[src/hw/sec_regs.svh]
`ifndef SEC_REGS_SVH
`define SEC_REGS_SVH

// register addresses
`define SEC_ADDR_SYS_EN 7'h04
`define SEC_ADDR_SUP_EN 7'h1C
`define SEC_ADDR_TRX_EN 7'h23
`define SEC_ADDR_WAKE_EN 7'h4C
`define SEC_ADDR_GLOBAL 7'h60
`define SEC_ADDR_SYS_ST 7'h61
`define SEC_ADDR_SUP_ST 7'h62
`define SEC_ADDR_TRX_ST 7'h63
`define SEC_ADDR_WAKE_ST 7'h64

// implemented bits per group, everything else reads zero
`define SEC_SYS_MASK 8'h06
`define SEC_SUP_MASK 8'h07
`define SEC_TRX_MASK 8'h33
`define SEC_WAKE_MASK 8'h03
`define SEC_GLOBAL_MASK 8'h0F

// reset values
`define SEC_EN_RST 8'h00
`define SEC_ST_RST 8'h00

// field positions
`define SEC_SYS_OTW_BIT 2
`define SEC_SYS_SPIF_BIT 1
`define SEC_SUP_OV_BIT 2
`define SEC_SUP_UV_BIT 1
`define SEC_SUP_MAIN_UV_BIT 0
`define SEC_TRX_FRAME_ERR_BIT 5
`define SEC_TRX_SILENCE_BIT 4
`define SEC_TRX_FAIL_BIT 1
`define SEC_TRX_WAKE_BIT 0
`define SEC_WAKE_RISE_BIT 1
`define SEC_WAKE_FALL_BIT 0

// bus silence timeout
`define SEC_SILENCE_TIME_US 1000
`define SEC_CLK_MHZ 125

`endif

[src/hw/sec_pkg.sv]
`default_nettype none
package sec_pkg;
  typedef logic [7:0] sec_byte_t;
  typedef logic [6:0] sec_addr_t;
  // bit position of each group in the global summary register
  typedef enum {SEC_GRP_SYS, SEC_GRP_SUP, SEC_GRP_TRX, SEC_GRP_WAKE} sec_group_e;
endpackage
`default_nettype wire

[src/hw/sec_flag_bank.sv]
`default_nettype none
module sec_flag_bank #(
  parameter int WIDTH = 8,
  parameter logic [WIDTH-1:0] MASK = '1
) (
  input wire logic ref_clk,
  input wire logic reset_n,
  input wire logic [WIDTH-1:0] captureEnable,
  input wire logic [WIDTH-1:0] setRequest,
  input wire logic clearWrite,
  input wire logic [WIDTH-1:0] clearData,
  output logic [WIDTH-1:0] flags
);
  logic [WIDTH-1:0] clearBits;
  logic [WIDTH-1:0] setBits;
  logic [WIDTH-1:0] next_flags;

  // writing 0 leaves a flag alone
  assign clearBits = clearWrite ? clearData : '0;
  // disabled sources never reach the flag
  assign setBits = setRequest & captureEnable;
  // set after clear: an event in the clearing cycle survives
  assign next_flags = ((flags & ~clearBits) | setBits) & MASK;

  always_ff @(posedge ref_clk) begin
    if (!reset_n) begin
      flags <= '0;
    end else begin
      flags <= next_flags;
    end
  end
endmodule
`default_nettype wire

[src/hw/sec_event_capture.sv]
// How it works
// - supply status bit 2 at 62h latches when the auxiliary regulator reports overvoltage.
// - supply status bit 1 latches when the auxiliary regulator reports undervoltage.
// - supply status bit 0 latches on a main regulator 90 % undervoltage while it is on, never in Sleep.
// - main regulator undervoltage capture ignores the reset threshold selection entirely.
// - transceiver status bit 5 at 63h latches on a selective frame detection error.
// - transceiver status bit 4 sets after the silence timeout, armed only when enabled and after activity.
// - transceiver status bit 1 latches on transceiver deactivation, except in Sleep.
// - transceiver status bit 0 latches on a bus wake-up seen while the transceiver is offline.
// - wake status bit 1 at 64h latches on a rising edge of the wake input.
// - wake status bit 0 latches on a falling edge of the wake input.
// - system enable bit 1 gates capture of serial interface failures.
// - separate enable registers exist per group; system enable bit 2 gates overtemp warnings.
// - writing 1 clears a status flag and writing 0 does nothing.
// - the global register holds one bit per group, set while that group has a flag pending.
// - a Sleep command with any flag pending sends the device to Reset instead.
`include "sec_regs.svh"
`default_nettype none
module sec_event_capture #(
  parameter int SILENCE_CYCLES = `SEC_SILENCE_TIME_US * `SEC_CLK_MHZ
) (
  input wire logic ref_clk,
  input wire logic reset_n,
  input wire sec_pkg::sec_addr_t regAddr,
  input wire sec_pkg::sec_byte_t regWrData,
  input wire logic regWrEn,
  input wire logic regRdEn,
  output sec_pkg::sec_byte_t regRdData,
  input wire logic sleepMode,
  input wire logic overtempWarning,
  input wire logic serialFailure,
  input wire logic auxRegOvervoltage,
  input wire logic auxRegUndervoltage,
  input wire logic mainRegBelow90,
  input wire logic mainRegOn,
  input wire logic selectiveFrameError,
  input wire logic busActive,
  input wire logic transceiverFailure,
  input wire logic busWakeup,
  input wire logic transceiverOffline,
  input wire logic wakePin,
  input wire logic sleepCommand,
  output logic enterSleepMode,
  output logic enterResetMode,
  output logic eventPending
);
  import sec_pkg::*;

  localparam int CW = $clog2(SILENCE_CYCLES + 1);
  localparam logic [CW-1:0] SILENCE_LAST = CW'(SILENCE_CYCLES - 1);

  function automatic logic regHit(input sec_addr_t addr, input sec_addr_t target);
    regHit = (addr == target);
  endfunction

  sec_byte_t sysEnable;
  sec_byte_t supEnable;
  sec_byte_t trxEnable;
  sec_byte_t wakeEnable;
  sec_byte_t sysFlags;
  sec_byte_t supFlags;
  sec_byte_t trxFlags;
  sec_byte_t wakeFlags;
  sec_byte_t globalStatus;
  sec_byte_t sysSet;
  sec_byte_t supSet;
  sec_byte_t trxSet;
  sec_byte_t wakeSet;
  sec_byte_t readMux;
  logic wrSysEn, wrSupEn, wrTrxEn, wrWakeEn;
  logic wrSysSt, wrSupSt, wrTrxSt, wrWakeSt;
  logic wakePrev;
  logic wakeValid;
  logic wakeRise;
  logic wakeFall;
  logic silenceArmed;
  logic silenceHit;
  logic [CW-1:0] silenceCount;
  logic anyPending;

  // write decode
  assign wrSysEn = regWrEn && regHit(regAddr, `SEC_ADDR_SYS_EN);
  assign wrSupEn = regWrEn && regHit(regAddr, `SEC_ADDR_SUP_EN);
  assign wrTrxEn = regWrEn && regHit(regAddr, `SEC_ADDR_TRX_EN);
  assign wrWakeEn = regWrEn && regHit(regAddr, `SEC_ADDR_WAKE_EN);
  assign wrSysSt = regWrEn && regHit(regAddr, `SEC_ADDR_SYS_ST);
  assign wrSupSt = regWrEn && regHit(regAddr, `SEC_ADDR_SUP_ST);
  assign wrTrxSt = regWrEn && regHit(regAddr, `SEC_ADDR_TRX_ST);
  assign wrWakeSt = regWrEn && regHit(regAddr, `SEC_ADDR_WAKE_ST);

  // enable registers keep only their implemented bits
  always_ff @(posedge ref_clk) begin
    if (!reset_n) begin
      sysEnable <= `SEC_EN_RST;
      supEnable <= `SEC_EN_RST;
      trxEnable <= `SEC_EN_RST;
      wakeEnable <= `SEC_EN_RST;
    end else begin
      if (wrSysEn) sysEnable <= regWrData & `SEC_SYS_MASK;
      if (wrSupEn) supEnable <= regWrData & `SEC_SUP_MASK;
      if (wrTrxEn) trxEnable <= regWrData & `SEC_TRX_MASK;
      if (wrWakeEn) wakeEnable <= regWrData & `SEC_WAKE_MASK;
    end
  end

  // wake input edges; first sample after reset only primes the history
  always_ff @(posedge ref_clk) begin
    if (!reset_n) begin
      wakePrev <= 1'b0;
      wakeValid <= 1'b0;
    end else begin
      wakePrev <= wakePin;
      wakeValid <= 1'b1;
    end
  end
  assign wakeRise = wakeValid && wakePin && !wakePrev;
  assign wakeFall = wakeValid && !wakePin && wakePrev;

  // bus silence: arm on activity while enabled, time out after the quiet period
  assign silenceHit = silenceArmed && !busActive && (silenceCount == SILENCE_LAST);
  always_ff @(posedge ref_clk) begin
    if (!reset_n) begin
      silenceArmed <= 1'b0;
      silenceCount <= '0;
    end else if (!trxEnable[`SEC_TRX_SILENCE_BIT]) begin
      silenceArmed <= 1'b0;
      silenceCount <= '0;
    end else if (busActive) begin
      silenceArmed <= 1'b1;
      silenceCount <= '0;
    end else if (silenceHit) begin
      silenceArmed <= 1'b0;
      silenceCount <= '0;
    end else if (silenceArmed) begin
      silenceCount <= silenceCount + CW'(1);
    end
  end

  // source conditions, bit-placed per group
  always_comb begin
    sysSet = '0;
    sysSet[`SEC_SYS_OTW_BIT] = overtempWarning && !sleepMode;
    sysSet[`SEC_SYS_SPIF_BIT] = serialFailure && !sleepMode;
    supSet = '0;
    supSet[`SEC_SUP_OV_BIT] = auxRegOvervoltage;
    supSet[`SEC_SUP_UV_BIT] = auxRegUndervoltage;
    // threshold selection never enters here: detection is fixed at 90 %
    supSet[`SEC_SUP_MAIN_UV_BIT] = mainRegBelow90 && mainRegOn && !sleepMode;
    trxSet = '0;
    trxSet[`SEC_TRX_FRAME_ERR_BIT] = selectiveFrameError;
    trxSet[`SEC_TRX_SILENCE_BIT] = silenceHit;
    trxSet[`SEC_TRX_FAIL_BIT] = transceiverFailure && !sleepMode;
    trxSet[`SEC_TRX_WAKE_BIT] = busWakeup && transceiverOffline;
    wakeSet = '0;
    wakeSet[`SEC_WAKE_RISE_BIT] = wakeRise;
    wakeSet[`SEC_WAKE_FALL_BIT] = wakeFall;
  end

  sec_flag_bank #(.WIDTH(8), .MASK(`SEC_SYS_MASK)) sysBank (
    .ref_clk(ref_clk),
    .reset_n(reset_n),
    .captureEnable(sysEnable),
    .setRequest(sysSet),
    .clearWrite(wrSysSt),
    .clearData(regWrData),
    .flags(sysFlags)
  );

  sec_flag_bank #(.WIDTH(8), .MASK(`SEC_SUP_MASK)) supBank (
    .ref_clk(ref_clk),
    .reset_n(reset_n),
    .captureEnable(supEnable),
    .setRequest(supSet),
    .clearWrite(wrSupSt),
    .clearData(regWrData),
    .flags(supFlags)
  );

  sec_flag_bank #(.WIDTH(8), .MASK(`SEC_TRX_MASK)) trxBank (
    .ref_clk(ref_clk),
    .reset_n(reset_n),
    .captureEnable(trxEnable),
    .setRequest(trxSet),
    .clearWrite(wrTrxSt),
    .clearData(regWrData),
    .flags(trxFlags)
  );

  sec_flag_bank #(.WIDTH(8), .MASK(`SEC_WAKE_MASK)) wakeBank (
    .ref_clk(ref_clk),
    .reset_n(reset_n),
    .captureEnable(wakeEnable),
    .setRequest(wakeSet),
    .clearWrite(wrWakeSt),
    .clearData(regWrData),
    .flags(wakeFlags)
  );

  // group summary
  always_comb begin
    globalStatus = '0;
    globalStatus[SEC_GRP_SYS] = |sysFlags;
    globalStatus[SEC_GRP_SUP] = |supFlags;
    globalStatus[SEC_GRP_TRX] = |trxFlags;
    globalStatus[SEC_GRP_WAKE] = |wakeFlags;
  end
  assign anyPending = |globalStatus;

  // read select; unmapped addresses read zero
  assign readMux =
    regHit(regAddr, `SEC_ADDR_SYS_EN) ? sysEnable :
    regHit(regAddr, `SEC_ADDR_SUP_EN) ? supEnable :
    regHit(regAddr, `SEC_ADDR_TRX_EN) ? trxEnable :
    regHit(regAddr, `SEC_ADDR_WAKE_EN) ? wakeEnable :
    regHit(regAddr, `SEC_ADDR_GLOBAL) ? globalStatus :
    regHit(regAddr, `SEC_ADDR_SYS_ST) ? sysFlags :
    regHit(regAddr, `SEC_ADDR_SUP_ST) ? supFlags :
    regHit(regAddr, `SEC_ADDR_TRX_ST) ? trxFlags :
    regHit(regAddr, `SEC_ADDR_WAKE_ST) ? wakeFlags : 8'h00;

  // read data holds until the next read
  always_ff @(posedge ref_clk) begin
    if (!reset_n) begin
      regRdData <= 8'h00;
    end else if (regRdEn) begin
      regRdData <= readMux;
    end
  end

  // sleep is refused while anything is pending, to avoid sleeping through an event
  always_ff @(posedge ref_clk) begin
    if (!reset_n) begin
      enterSleepMode <= 1'b0;
      enterResetMode <= 1'b0;
      eventPending <= 1'b0;
    end else begin
      enterSleepMode <= sleepCommand && !anyPending;
      enterResetMode <= sleepCommand && anyPending;
      eventPending <= anyPending;
    end
  end
endmodule
`default_nettype wire

[config.mk]
export PLATFORM = sky130hd
export DESIGN_NAME = sec_event_capture
export DESIGN_NICKNAME = d
export VERILOG_FILES = /design/src/hw/sec_pkg.sv /design/src/hw/sec_flag_bank.sv /design/src/hw/sec_event_capture.sv
export VERILOG_INCLUDE_DIRS = /design/src /design/src/hw
export SDC_FILE = /design/constraint.sdc
export NUM_CORES = 1
export LEC_CHECK = 0
export BUFFER_PORTS_ARGS = -buffer_cell sky130_fd_sc_hd__buf_2
export CAP_MARGIN = 20
export CORE_MARGIN = 10
export CORE_UTILIZATION = 50
export DETAILED_ROUTE_END_ITERATION = 8
export PLACE_DENSITY = 0.77
export SLEW_MARGIN = 25
export SYNTH_ARGS = -nofsm -noshare
export SYNTH_HDL_FRONTEND = slang
export SYNTH_SLANG_ARGS = --single-unit
[constraint.sdc]
create_clock -name ref_clk -period 4.1 [get_ports ref_clk]
set_clock_uncertainty 0.15 [all_clocks]
set_input_delay 0.615 -clock ref_clk [delete_from_list [all_inputs] [get_ports ref_clk]]
set_output_delay 0.615 -clock ref_clk [all_outputs]
set_load 0.01 [all_outputs]
==> flow_summary.ini <==
[outcome]
status = finished clean

[power_and_ir_drop]
finalPower_uw = 865.1
peakVddDrop_uv = 134.9
leakage_uw = 0.001047
power_density_nw_per_um2 = 302.1

[cells_and_area]
multi_input_area_um2 = 1451
area_growth_pct = 10.96
finalNetCount = 358
regArea_um2 = 1021
num-fill-cells = 476
antenna_cells = 0
most-common-layout-cells = dfxtp_1 (51), buf_2 (38), nor2_1 (33), nand2_1 (23), nor2b_1 (19)
layout-drive-gt1-share = 0.1662
layout_commonest_cell = dfxtp_1

[critical_path]
cp.required_ns = 4.16
critPathTopFamily = simple AND/OR/NAND/NOR gates
regToRegSetupSlack_ns = 2.16
path_buf_inv = 1
cp-end-kind = flip-flop
slowest_delay_ns = 0.38
critPathSlowestCell = and4_1
critPathArrivalTime_ns = 2.12
crit_chain = buf_2 > nor2_1 > and4_1 > and3b_1 > mux2i_1 > nor2b_1
path_class = input pin to flip-flop
cp-start-kind = input pin
critPathMaxFanout = 15

[synthesis]
synth_top_area_share = 0.3955
async_flop_share = 0
syn_avg_cell_area_um2 = 8.750
ys_ff_latch = 51
yosys_warnings = 0
synth_top_cell_by_area = dfxtp_1
yosysUniqueCellTypes = 54
synth_area_leaders = dfxtp_1 (40%), mux2i_1 (5.0%), nor2_1 (4.8%)
synth-edff-count = 0
synth_ff_type = dfxtp_1
synthCells = 295
yosysSeqAreaShare = 0.3955
synth_area_um2 = 2581

[timing]
drv_slew = 0
max_clock_freq_ghz = 0.4842
final.setup.worst_slack_ns = 2.035
rsz0062_at_grt = no
fin_crit_sh = 0.5037
setup_tns_ns = 0
maxSlewHeadroom = 0.5934
tightestPinTransition_ns = 0.6043
whs_ns = 0.3190
setup_viol = 0
timing_hold_violations_final = 0
post-route-min-period_ns = 2.065

[clock_tree]
clkSinkCount = 51
cts-resized-gates = 0
cts-root-buf = clkbuf_8
htreeDepth = 2
cts_tree = built
postCtsSetupBuffers = 0
numCtsBuffers = 5
cts.hold.buffers_added = 0
worstSkewPairLatency_ns = 0.30
clk_pin_slew_ns = 0.09
cts_max_path_buffers = 2

[detailed_routing]
drc = 0
dr.pass1.iters = 4
drtAntennaViolNets = 0
vias = 2188
wirelength_um = 5807
drt_iter0_drc = 86
routed_via_density = 5.539
wire_per_inst_um = 14.70

[die]
die_area_um2 = 8436
die_h_um = 91.85
core_area_um2 = 5042
initial_core_util = 0.5119
fp-row-count = 26
die_w_um = 91.85
ioPinCount = 44

[global_routing]
grt_first_pass_wirelength_um = 9929
overflow = 0
grt_use_total = 0.1388
antenna_found_initial = 0
first_global_vias = 2189
grt_max_degree = 34

[worst_hold_path]
hp-class = flip-flop to flip-flop

[place]
port-buffer-count = 38
routabilityCongestion = 0.9421
pre_cts_ws_ns = 1.727
place_hpwl_um = 4385

[flow_run]
drv_cap = 0
## worst register-to-register path: stages, from the launching register on
cell     delay (ns)
dfxtp_1        0.36
nor4b_1        0.38
and3_1         0.20
nand4_1        0.15
nand2_1        0.45
nor2_1         0.12
## cell type report
class / count / area share
timing repair buffer: 38 / 0.06640
inverter: 4 / 0.005242
sequential: 51 / 0.3565
tap: 70 / 0.03058
clock buffer: 6 / 0.02883
clock inverter: 2 / 0.005679
multi-input combinational: 224 / 0.5068
## logic make-up after synthesis
kind of cell,after synthesis,share of synthesized area
and+or+nand+nor,145,0.3194
DFF,51,0.3955
AOI/OAI and AO/OA,46,0.1260
buffers and inverters,21,0.04362
xor gates and xnor gates,16,0.05429
muxes,14,0.05477
adders and majority gates,1,0.004847
other,1,0.001453
## Yosys cell counts, types with 5 or more instances
library cell and number:
a21boi_0 8, a21oi_1 5, and3_1 5, buf_2 6
clkbuf_1 5, dfxtp_1 51, mux2i_1 13, nand2_1 23
nand2b_1 6, nand3_1 16, nand4_1 7, nor2_1 33
nor2b_1 19, o21a_1 7, o21ai_0 8, xor2_1 12
## sequential cells by signal (all words and copies together), names as in the netlist, 2 cells and up
register	flops
wakeEnable	2
sysBank.flags	2
supEnable	3
wakeBank.flags	2
trxBank.flags	4
supBank.flags	3
trxEnable	4
regRdData	6
silenceCount	17
sysEnable	2
## metal layers
metal  track usage  wire (um)  up-vias
met5             0          0        -
met4       0.05270         71        0
met3       0.04319        305        8
met2        0.2447       2927       48
met1        0.1520       2502     1032
li1              -          -     1100
## report_power, final
part           internal [uW]  total, uW  switching, uW
Combinational           23.3       59.0           35.7
Clock                    138        308            170
Sequential               497        498          0.923
## path summary, 6_finish.rpt
kind / startpoint / to / cells after the start
worst max-delay path: regAddr[3] / trxEnable[5]$_SDFFE_PN0P_ / 6
worst min-delay path: regRdData[3]$_SDFFE_PN0P_ / regRdData[3]$_SDFFE_PN0P_ / 2
worst max register to register: silenceCount[5]$_SDFFE_PP0P_ / silenceCount[6]$_SDFFE_PP0P_ / 5
worst min register to register: regRdData[3]$_SDFFE_PN0P_ / regRdData[3]$_SDFFE_PN0P_ / 2
## per-stage QoR
stage | util | instances | cell area, um2
floorplan | - | 296 | 2585
global placement | 0.5484 | 387 | 2765
detailed placement | 0.5484 | 387 | 2765
CTS | 0.5680 | 395 | 2864
global route | 0.5680 | 395 | 2864
finish | 0.5680 | 395 | 2864
No activity file was read; power rests on OpenSTA's default activity.
